[src/tkh_pkg.sv]
// touch-key host command set: shared constants and types
package tkh_pkg;

  // command bytes
  localparam logic [7:0] CMD_NULL   = 8'h00;
  localparam logic [7:0] CMD_SETUP  = 8'h01;
  localparam logic [7:0] CMD_CAL    = 8'h03;
  localparam logic [7:0] CMD_RST    = 8'h04;
  localparam logic [7:0] CMD_GSTAT  = 8'h05;
  localparam logic [7:0] CMD_FIRST  = 8'h06;
  localparam logic [7:0] CMD_ALLDET = 8'h07;
  localparam logic [7:0] CMD_ALLERR = 8'h0B;
  localparam logic [7:0] CMD_LFLT   = 8'h0C;
  localparam logic [7:0] CMD_LAST   = 8'h0F;

  // acknowledge bytes and fixed response values
  localparam logic [7:0] ACK_SETUP = 8'hFE;
  localparam logic [7:0] NAK_CRC   = 8'h00;
  localparam logic [7:0] ACK_CAL   = 8'hFC;
  localparam logic [7:0] ACK_RST   = 8'hFB;
  localparam logic [7:0] ALL_ONES  = 8'hFF;
  localparam logic [4:0] NO_KEY    = 5'h1F;
  localparam logic [7:0] IDLE_BYTE = 8'h00;

  // crc-8 of block and responses
  localparam logic [7:0] CRC_POLY = 8'h07;
  localparam logic [7:0] CRC_INIT = 8'h00;
  localparam logic [7:0] CRC_SKIP = 8'h00;

  // setups block: data bytes before the crc byte
  localparam logic [6:0] BLK_LEN = 7'h64;

  // general status and first-key bit positions
  localparam int GS_COMM  = 6;
  localparam int GS_FMEA  = 5;
  localparam int GS_SYNC  = 3;
  localparam int GS_CALF  = 2;
  localparam int GS_CAL   = 1;
  localparam int GS_DET   = 0;
  localparam int FK_MULTI = 7;
  localparam int FK_ERR   = 6;

  // pin reset value and answer queue depth
  localparam logic [2:0] PIN_RST = 3'h1;
  localparam int         QDEPTH  = 4;

  // timeouts
  localparam int          CLK_KHZ = 125000;
  localparam int          TMO_MS  = 100;
  localparam int unsigned TMO_CYC = TMO_MS * CLK_KHZ;

  typedef struct packed {
    logic [23:0] detect;
    logic [23:0] error;
    logic [7:0]  x_fault;
    logic        y_fault;
    logic        any_cal;
    logic        cal_fail5;
    logic        low_ref;
    logic        sync_fail;
  } tkh_sense_s;

  typedef struct packed {
    logic       we;
    logic [6:0] addr;
    logic [7:0] data;
  } tkh_nvm_s;

  typedef enum logic [1:0] {ST_RUN, ST_LOAD, ST_NVM} tkh_state_e;

endpackage

[src/tkh_crc8.sv]
// one-byte crc-8 update step, msb first
`timescale 1ns/1ps
module tkh_crc8 (
  input  wire logic [7:0] crc_in,
  input  wire logic [7:0] data,
  output logic      [7:0] crc_out
);
  import tkh_pkg::*;

  // eight shift-and-xor steps unrolled by the loop
  always_comb begin
    logic [7:0] c;
    c = crc_in ^ data;
    for (int i = 0; i < 8; i++) begin
      c = c[7] ? ((c << 1) ^ CRC_POLY) : (c << 1);
    end
    crc_out = c;
  end

endmodule

[src/tkh_core.sv]
// touch-key host command interpreter behind an spi slave link
//
// Notes on behaviour
// - one null byte shifts out one queued byte
// - setup entry halts sensing, then expects block
// - double commands need repeat within 100ms
// - 0xFE when ready, 0xFE after storing
// - block bytes over 100ms apart abort load
// - crc failure returns 0x00 as second ack
// - crc byte 0x00 skips the check
// - block stored whatever the crc result
// - sensing resumes after load; host resets later
// - calibrate all acks 0xFC, back to run
// - forced reset acks 0xFB then resets
// - status bits 6, 5, 3: comms, fault, sync
// - status bit 2: cal failed or low reference
// - status bit 1 calibrating, bit 0 detect
// - one-byte reports followed by crc-8
// - first-key bit 7: two or more touches
// - first-key bit 6: any error condition except low reference
// - low five bits key number or 0x1F
// - all-keys detect returns three bitfield bytes
// - three-byte reports followed by crc-8
// - line-fault byte holds x line bits
// - return-last-command clears comms error
// - key 0 at bit 0 of first byte
// - any y line fault gives 0xFF
`timescale 1ns/1ps
module tkh_core #(
  parameter int unsigned TMO_CYCLES = tkh_pkg::TMO_CYC
) (
  input  wire logic               clk,
  input  wire logic               sys_rst,
  input  wire logic               spi_sclk,
  input  wire logic               spi_mosi,
  input  wire logic               spi_ss_n,
  output logic                    spi_miso,
  output logic                    spi_miso_oe,
  input  wire tkh_pkg::tkh_sense_s sense,
  input  wire logic               nvm_busy,
  output tkh_pkg::tkh_nvm_s       nvm_wr,
  output logic                    sense_halt,
  output logic                    cal_all,
  output logic                    dev_reset
);
  import tkh_pkg::*;

  // commands that need a second identical byte to run
  function automatic logic is_dbl(input logic [7:0] c);
    return (c == CMD_SETUP) || (c == CMD_CAL) || (c == CMD_RST);
  endfunction

  // reports with one data byte plus crc
  function automatic logic is_one(input logic [7:0] c);
    return (c == CMD_GSTAT) || (c == CMD_FIRST) || (c == CMD_LFLT);
  endfunction

  // reports with three bitfield bytes plus crc
  function automatic logic is_three(input logic [7:0] c);
    return (c == CMD_ALLDET) || (c == CMD_ALLERR);
  endfunction

  // lowest touched key wins the first-key slot
  function automatic logic [4:0] first_key(input logic [23:0] d);
    logic [4:0] k;
    k = NO_KEY;
    for (int i = 23; i >= 0; i--) begin
      if (d[i]) k = 5'(i);
    end
    return k;
  endfunction

  logic [2:0]  pin_meta_r;
  logic [2:0]  pin_sync_r;
  logic        sclk_d_r;
  logic [2:0]  bit_cnt_r;
  logic [7:0]  rx_sr_r;
  logic [7:0]  tx_sr_r;
  logic        miso_r;
  logic        miso_oe_r;
  logic [7:0]  q_r [0:QDEPTH-1];
  logic [1:0]  rd_r;
  logic [2:0]  len_r;
  logic [7:0]  last_cmd_r;
  logic        comm_err_r;
  logic        dbl_arm_r;
  logic [7:0]  dbl_cmd_r;
  logic [23:0] tmo_cnt_r;
  tkh_state_e  st_r;
  tkh_state_e  st_nxt;
  logic [6:0]  blk_cnt_r;
  logic [7:0]  blk_crc_r;
  logic        crc_ok_r;
  tkh_nvm_s    nvm_wr_r;
  logic        sense_halt_r;
  logic        cal_all_r;
  logic        rst_pend_r;
  logic        dev_reset_r;
  logic        q_ld;
  logic [2:0]  q_ld_len;
  logic [7:0]  q_ld_v [0:QDEPTH-1];

  // pins cross into clk by two flops; only the second stage is read
  always_ff @(posedge clk or posedge sys_rst) begin
    if (sys_rst) begin
      pin_meta_r <= PIN_RST;
      pin_sync_r <= PIN_RST;
      sclk_d_r   <= 1'b0;
    end else begin
      pin_meta_r <= {spi_sclk, spi_mosi, spi_ss_n};
      pin_sync_r <= pin_meta_r;
      sclk_d_r   <= pin_sync_r[2];
    end
  end

  // link edges: sample on rise, drive on fall
  wire       sclk_s  = pin_sync_r[2];
  wire       mosi_s  = pin_sync_r[1];
  wire       ss_n_s  = pin_sync_r[0];
  wire       rise    = sclk_s & ~sclk_d_r & ~ss_n_s;
  wire       fall    = ~sclk_s & sclk_d_r & ~ss_n_s;
  wire       rx_done = rise && (bit_cnt_r == 3'h7);
  wire [7:0] rx_byte = {rx_sr_r[6:0], mosi_s};

  // receive shifter; deselect realigns the byte boundary
  always_ff @(posedge clk or posedge sys_rst) begin
    if (sys_rst) begin
      bit_cnt_r <= 3'h0;
      rx_sr_r   <= 8'h00;
    end else if (ss_n_s) begin
      bit_cnt_r <= 3'h0;
    end else if (rise) begin
      bit_cnt_r <= 3'(bit_cnt_r + 3'h1);
      rx_sr_r   <= rx_byte;
    end
  end

  // status sources for the reports
  wire        fmea     = (|sense.x_fault) | sense.y_fault;
  wire        multi    = |(sense.detect & (sense.detect - 24'h000001));
  wire        any_err  = sense.any_cal | sense.cal_fail5 | sense.sync_fail
                         | comm_err_r | fmea;
  wire [7:0]  gstat;
  wire [7:0]  fkey;
  wire [7:0]  lflt     = sense.y_fault ? ALL_ONES : sense.x_fault;
  // key 0 lands in bit 0 of the first byte sent
  wire [23:0] kbits    = (rx_byte == CMD_ALLERR) ? sense.error : sense.detect;

  assign gstat[7]        = 1'b0;
  assign gstat[GS_COMM]  = comm_err_r;
  assign gstat[GS_FMEA]  = fmea;
  assign gstat[4]        = 1'b0;
  assign gstat[GS_SYNC]  = sense.sync_fail;
  assign gstat[GS_CALF]  = sense.cal_fail5 | sense.low_ref;
  assign gstat[GS_CAL]   = sense.any_cal;
  assign gstat[GS_DET]   = |sense.detect;

  assign fkey[FK_MULTI]  = multi;
  assign fkey[FK_ERR]    = any_err;
  assign fkey[5]         = 1'b0;
  assign fkey[4:0]       = first_key(sense.detect);

  // first data byte of each report
  wire [7:0] d0 = (rx_byte == CMD_GSTAT) ? gstat :
                  (rx_byte == CMD_FIRST) ? fkey  :
                  (rx_byte == CMD_LFLT)  ? lflt  : kbits[7:0];

  // crc chain over command byte then data bytes
  logic [7:0] crc_c [0:4];
  logic [7:0] crc_d [0:3];
  logic [7:0] blk_crc_nxt;
  assign crc_c[0] = CRC_INIT;
  assign crc_d[0] = rx_byte;
  assign crc_d[1] = d0;
  assign crc_d[2] = kbits[15:8];
  assign crc_d[3] = kbits[23:16];

  genvar g;
  generate
    for (g = 0; g < 4; g++) begin : g_crc
      tkh_crc8 u_crc (
        .crc_in  (crc_c[g]),
        .data    (crc_d[g]),
        .crc_out (crc_c[g+1])
      );
    end
  endgenerate

  // running crc over the setups block
  tkh_crc8 u_blk_crc (
    .crc_in  (blk_crc_r),
    .data    (rx_byte),
    .crc_out (blk_crc_nxt)
  );

  // command decode in run state
  wire run_cmd  = rx_done && (st_r == ST_RUN) && (rx_byte != CMD_NULL);
  wire known    = is_dbl(rx_byte) || is_one(rx_byte) || is_three(rx_byte)
                  || (rx_byte == CMD_LAST);
  wire dbl_ok   = run_cmd && dbl_arm_r && (dbl_cmd_r == rx_byte) && is_dbl(rx_byte);
  wire do_setup = dbl_ok && (rx_byte == CMD_SETUP);
  wire do_cal   = dbl_ok && (rx_byte == CMD_CAL);
  wire do_rst   = dbl_ok && (rx_byte == CMD_RST);
  wire tmo_hit  = (dbl_arm_r || (st_r == ST_LOAD))
                  && (tmo_cnt_r == 24'(TMO_CYCLES - 1));
  wire blk_dat  = (st_r == ST_LOAD) && rx_done && (blk_cnt_r != BLK_LEN);
  wire blk_last = (st_r == ST_LOAD) && rx_done && (blk_cnt_r == BLK_LEN);
  wire nvm_done = (st_r == ST_NVM) && !nvm_busy;
  // in load, every data byte also clocks out the queued ack
  wire pop      = rx_done && (len_r != 3'h0)
                  && ((st_r != ST_RUN) || (rx_byte == CMD_NULL));
  wire [7:0] q_head = (len_r != 3'h0) ? q_r[rd_r] : IDLE_BYTE;

  // what a new command puts in the answer queue
  always_comb begin
    q_ld     = 1'b0;
    q_ld_len = 3'h0;
    for (int i = 0; i < QDEPTH; i++) q_ld_v[i] = IDLE_BYTE;
    if (run_cmd) begin
      q_ld = 1'b1; // unknown or first of a pair leaves the queue empty
      if (rx_byte == CMD_LAST) begin
        q_ld_v[0] = ~last_cmd_r;
        q_ld_len  = 3'h1;
      end else if (is_one(rx_byte)) begin
        q_ld_v[0] = d0;
        q_ld_v[1] = crc_c[2];
        q_ld_len  = 3'h2;
      end else if (is_three(rx_byte)) begin
        q_ld_v[0] = d0;
        q_ld_v[1] = kbits[15:8];
        q_ld_v[2] = kbits[23:16];
        q_ld_v[3] = crc_c[4];
        q_ld_len  = 3'h4;
      end else if (do_setup) begin
        q_ld_v[0] = ACK_SETUP;
        q_ld_len  = 3'h1;
      end else if (do_cal) begin
        q_ld_v[0] = ACK_CAL;
        q_ld_len  = 3'h1;
      end else if (do_rst) begin
        q_ld_v[0] = ACK_RST;
        q_ld_len  = 3'h1;
      end
    end else if (nvm_done) begin
      q_ld      = 1'b1;
      q_ld_v[0] = crc_ok_r ? ACK_SETUP : NAK_CRC;
      q_ld_len  = 3'h1;
    end
  end

  // answer queue: reload replaces stale bytes, null pops one
  always_ff @(posedge clk or posedge sys_rst) begin
    if (sys_rst) begin
      for (int i = 0; i < QDEPTH; i++) q_r[i] <= IDLE_BYTE;
      rd_r  <= 2'h0;
      len_r <= 3'h0;
    end else if (q_ld) begin
      for (int i = 0; i < QDEPTH; i++) q_r[i] <= q_ld_v[i];
      rd_r  <= 2'h0;
      len_r <= q_ld_len;
    end else if (pop) begin
      rd_r  <= 2'(rd_r + 2'h1);
      len_r <= 3'(len_r - 3'h1);
    end
  end

  // transmit shifter; head is loaded at each byte boundary
  always_ff @(posedge clk or posedge sys_rst) begin
    if (sys_rst) begin
      tx_sr_r   <= 8'h00;
      miso_r    <= 1'b0;
      miso_oe_r <= 1'b0;
    end else begin
      miso_oe_r <= ~ss_n_s;
      if (ss_n_s || (fall && (bit_cnt_r == 3'h0))) begin
        miso_r  <= q_head[7];
        tx_sr_r <= {q_head[6:0], 1'b0};
      end else if (fall) begin
        miso_r  <= tx_sr_r[7];
        tx_sr_r <= {tx_sr_r[6:0], 1'b0};
      end
    end
  end

  // comms error: set wins over the clear from return-last-command
  always_ff @(posedge clk or posedge sys_rst) begin
    if (sys_rst) begin
      comm_err_r <= 1'b0;
      last_cmd_r <= 8'h00;
    end else begin
      comm_err_r <= (run_cmd && !known)
                    || (comm_err_r && !(run_cmd && (rx_byte == CMD_LAST)));
      if (run_cmd) last_cmd_r <= rx_byte;
    end
  end

  // pairing: any other command or the timeout disarms
  always_ff @(posedge clk or posedge sys_rst) begin
    if (sys_rst) begin
      dbl_arm_r <= 1'b0;
      dbl_cmd_r <= 8'h00;
    end else if (run_cmd) begin
      dbl_arm_r <= is_dbl(rx_byte) && !dbl_ok;
      dbl_cmd_r <= rx_byte;
    end else if (tmo_hit) begin
      dbl_arm_r <= 1'b0;
    end
  end

  // one timer serves the pair window and the byte gap in load
  always_ff @(posedge clk or posedge sys_rst) begin
    if (sys_rst) begin
      tmo_cnt_r <= 24'h000000;
    // nulls in run must not stretch the pair window
    end else if (run_cmd || (rx_done && (st_r == ST_LOAD)) || tmo_hit) begin
      tmo_cnt_r <= 24'h000000;
    end else if (dbl_arm_r || (st_r == ST_LOAD)) begin
      tmo_cnt_r <= 24'(tmo_cnt_r + 24'h000001);
    end
  end

  // load sequence
  always_comb begin
    st_nxt = st_r;
    case (st_r)
      ST_RUN:  if (do_setup) st_nxt = ST_LOAD;
      ST_LOAD: begin
        if (blk_last) st_nxt = ST_NVM;
        else if (tmo_hit) st_nxt = ST_RUN;
      end
      ST_NVM:  if (nvm_done) st_nxt = ST_RUN;
      default: st_nxt = ST_RUN;
    endcase
  end

  always_ff @(posedge clk or posedge sys_rst) begin
    if (sys_rst) begin
      st_r         <= ST_RUN;
      sense_halt_r <= 1'b0;
    end else begin
      st_r         <= st_nxt;
      sense_halt_r <= (st_nxt != ST_RUN);
    end
  end

  // block capture: every data byte goes to storage, good crc or not
  always_ff @(posedge clk or posedge sys_rst) begin
    if (sys_rst) begin
      blk_cnt_r <= 7'h00;
      blk_crc_r <= CRC_INIT;
      crc_ok_r  <= 1'b0;
      nvm_wr_r  <= '0;
    end else begin
      nvm_wr_r.we   <= blk_dat;
      nvm_wr_r.addr <= blk_cnt_r;
      nvm_wr_r.data <= rx_byte;
      if (do_setup) begin
        blk_cnt_r <= 7'h00;
        blk_crc_r <= CRC_INIT;
      end else if (blk_dat) begin
        blk_cnt_r <= 7'(blk_cnt_r + 7'h01);
        blk_crc_r <= blk_crc_nxt;
      end
      if (blk_last) crc_ok_r <= (rx_byte == CRC_SKIP) || (rx_byte == blk_crc_r);
    end
  end

  // cal pulse at once; reset only after its ack is clocked out
  always_ff @(posedge clk or posedge sys_rst) begin
    if (sys_rst) begin
      cal_all_r   <= 1'b0;
      rst_pend_r  <= 1'b0;
      dev_reset_r <= 1'b0;
    end else begin
      cal_all_r   <= do_cal;
      dev_reset_r <= rst_pend_r && !dev_reset_r && (len_r == 3'h0) && !q_ld;
      if (do_rst) rst_pend_r <= 1'b1;
      else if (dev_reset_r) rst_pend_r <= 1'b0;
    end
  end

  assign spi_miso    = miso_r;
  assign spi_miso_oe = miso_oe_r;
  assign nvm_wr      = nvm_wr_r;
  assign sense_halt  = sense_halt_r;
  assign cal_all     = cal_all_r;
  assign dev_reset   = dev_reset_r;
endmodule

[config.mk]
export PLATFORM = sky130hd
export DESIGN_NAME = tkh_core
export DESIGN_NICKNAME = d
export VERILOG_FILES = /design/src/tkh_pkg.sv /design/src/tkh_crc8.sv /design/src/tkh_core.sv
export SDC_FILE = /design/constraint.sdc
export NUM_CORES = 1
export LEC_CHECK = 0
export BUFFER_PORTS_ARGS = -buffer_cell sky130_fd_sc_hd__buf_2
export CORE_MARGIN = 10
export CORE_UTILIZATION = 60
export DETAILED_ROUTE_END_ITERATION = 16
export PLACE_DENSITY = 0.81
export SETUP_SLACK_MARGIN = 0.15
export SLEW_MARGIN = 20
export SYNTH_ARGS = -nofsm -noshare
export SYNTH_HDL_FRONTEND = slang
export SYNTH_SLANG_ARGS = --single-unit
[constraint.sdc]
create_clock -name clk -period 4.94 [get_ports clk]
set_input_delay 0 -clock clk [delete_from_list [all_inputs] [get_ports clk]]
set_output_delay 0 -clock clk [all_outputs]
set_load 0.02 [all_outputs]
==> results.cfg <==
[status]
status = complete, no violations

[synthesis]
ys.flop_type = dfrtp_1
synth_fa_ha_area_share_pct = 2.715
yosys_warnings = 0
synth-compound-area-share_pct = 13.44
syn_nets = 1047
synth_top_family_by_area = simple AND/OR/NAND/NOR gates
async_flop_share_pct = 100.0
netlist_area_um2 = 8572
synth_edf_count = 0
yosysUniqueCellTypes = 65
synth.area.mux_share_pct = 3.401
ys_seq_area_share_pct = 39.44
postSynthAreaPerCell_um2 = 8.901
synthCells = 963
synth_xor_area_share_pct = 17.76
synth-simple-area-share_pct = 19.40
synth_seq_cells = 135

[final_layout]
layout_common_cells = 133 x dfrtp_1, 106 x nor2_1, 104 x nand2_1
n_fill_cell = 1054
multi_input_area_um2 = 4865
diodes = 0
final_common_cell = dfrtp_1
drive_gt1_share_pct = 15.38
areaGrowthSynthToFinish_pct = 14.70
fin_nets = 1118
design_area_um2 = 9832
final-seq-area_um2 = 3381

[sta]
finalHoldViolations = 0
worst_pin_slew_ns = 0.8271
final_max_slew_viol_count = 0
min_period_over_period_pct = 87.25
min_period_ns = 4.310
skew_ns = 0.008048
setup_viol = 0
rsz0062_at_grt = false
tns_ns = 0
max_freq_mhz = 232.0
max-slew-margin-rel_pct = 44.86

[detailed_routing]
drt-wirelength-per-cell_um = 17.94
first_iter_violations = 718
wl_um = 22020
vias = 7303
drc_errors = 0
via_per_inst = 5.952
ant_nets = 0
drt_first_pass_iters = 5

[setup_path]
startpoint = rx_sr_r[1]
cp.arrival_ns = 4.61
critPathMaxFanout = 8
cp.required_ns = 5.24
crit_type = flip-flop to flip-flop
crit_chain = clkinv_1 -> ha_1 -> and2_1 -> a32o_1 -> o221ai_1 -> o21ai_1 -> xnor2_1 -> xnor2_2 -> xnor3_1 -> xor2_1 -> xnor3_1 -> xnor2_1 -> o21ai_1
path_delay_family = XOR/XNOR gates
cp_slowest_stage_delay_ns = 0.50
crit_slowest_cell = dfrtp_1
r2r_start = rx_sr_r[1]
worstSetupEndpointType = flip-flop
path_buf_inv = 1
critPathLaunchType = flip-flop

[power]
ir_drop_uv = 388.9
pwr-share-seq_pct = 24.1
powerDensity_nw_per_um2 = 528.7
p_clk_share_pct = 26.2
p_switching_mw = 1.940
swShare_pct = 37.32
leakage_nw = 4.416
internal_power_mw = 3.258
combinationalPowerShare_pct = 49.7

[floorplanning]
die_height_um = 139.5
io_pins = 88
core_um2 = 13930
fp.dieW_um = 139.5
start_util_pct = 61.52
dieArea_um2 = 19470
core.rowCount = 43

[min_path]
hold_class = input port to flip-flop
hp-start = sense[59]

[global_route]
grt.total_usage_pct = 22.41
antenna_found_initial = 0
grt_max_degree = 96
grt-ovfl-total = 0
grt_pass1_vias = 7156
grt_pass1_wl_um = 36220

[clock_tree]
clock_latency_ns = 0.42
cts-root-buf = clkbuf_16
cts_htree_levels = 4
numCtsBuffers = 17
cts.sinks = 135
cts_resized = 0
clockBufferDepth = 2
cts.clk_slew.worst_paths_ns = 0.06
cts_tree = done

[flow_run]
maxCapViolCount = 0

[placement]
globalplace.congestion = 0.9537
dpl_cell_area_um2 = 9076
dp_hpwl_um = 16110
port_buffers = 87
[cell usage after synthesis (7+ instances only)]
library cell | instances | area share, %
a21oi_1 | 69 | 4.0
a31oi_1 | 8 | 0.58
and3_1 | 19 | 1.4
buf_2 | 8 | 0.47
clkbuf_1 | 44 | 1.9
dfrtp_1 | 133 | 39
ha_1 | 17 | 2.5
inv_1 | 27 | 1.2
mux2i_1 | 10 | 1.2
mux4_2 | 8 | 2.1
nand2_1 | 104 | 4.6
nand2b_1 | 11 | 0.80
nand3_1 | 34 | 2.0
nand4_1 | 12 | 0.88
nor2_1 | 107 | 4.7
nor3_1 | 20 | 1.2
nor4_1 | 8 | 0.58
o21ai_0 | 62 | 3.6
o21ai_1 | 7 | 0.41
o221ai_1 | 8 | 0.82
xnor2_1 | 94 | 9.6
xor2_1 | 61 | 6.2
[repair_timing]
item                      in CTS  in global routing
buffers inserted               0                  0
hold buffers                  12                  0
hold endpoints to repair     103                  0
[worst paths after layout]
kind	endpoint	cells after the start	slack, ns
setup / recovery	q_r[2]	13	0.63
hold / removal	q_r[14]	3	0.04
setup reg to reg	q_r[2]	13	0.63
hold reg to reg	pin_sync_r[2]	0	0.35
max in group asynchronous	crc_ok_r	4	3.58
min in group asynchronous	spi_miso_oe	3	0.30
[worst min-delay path, stage by stage]
cell and delay (ns):
buf_2 0.16, mux2i_1 0.12, o21ai_0 0.14
[cells by family after synthesis]
kind of cell             after synthesis
AO/OA/AOI/OAI                        192
buffers and inverters                 83
AND/OR/NAND/NOR                      351
flip-flops                           135
multiplexers                          19
XOR/XNOR                             164
adder cells (fa/ha/maj)               19
[flip-flops by register name, indices dropped and copies added (netlist names), 2 cells and up]
register    flops
bit_cnt_r       3
tmo_cnt_r      24
pin_meta_r      3
nvm_wr         16
dbl_cmd_r       8
st_r            2
tx_sr_r         7
pin_sync_r      3
len_r           3
blk_crc_r       8
rx_sr_r         7
rd_r            2
q_r            32
blk_cnt_r       7
[metal layers]
layer | track usage (%) | part of all wire [%]
met3 | 5.036 | 6.7
met1 | 29.08 | 44
met5 | 0 | 0
met2 | 35.60 | 47
met4 | 8.677 | 2.3
[power by group through the flow]
stage	Clock, mW	Sequential, mW	Combinational, mW
6_report	1.36	1.25	2.59
5_1_grt	1.42	1.26	2.79
4_1_cts	1.37	1.25	2.57
3_5_place_dp	0	1.27	2.52
3_3_place_gp	0	1.26	2.46
2_1_floorplan	0	1.24	2.09
[per-stage QoR]
| step | hold WS (ns) | cells | setup WS, ns | util (%) | power [mW] |
|---|---|---|---|---|---|
| global placement | 0.1108 | 1183 | 0.9235 | 65.13 | 3.718 |
| global route | 0.05513 | 1227 | 0.3289 | 70.56 | 5.467 |
| finish | 0.03708 | 1227 | 0.6296 | 70.56 | 5.198 |
| CTS | 0.01752 | 1227 | 0.6917 | 70.56 | 5.192 |
| detailed placement | 0.1090 | 1183 | 0.7608 | 65.13 | 3.790 |
| floorplan | 0.004478 | 963 | 1.159 | - | 3.326 |
[area by class of cell]
cell class	count	area share, %
clock buffers	18	4.467
clock inverters	14	1.998
inverters	28	1.120
multi-input cells	745	49.48
flip-flops and latches	135	34.39
well taps	180	2.291
repair buffers	107	6.261
No activity file was read; power rests on OpenSTA's default activity.
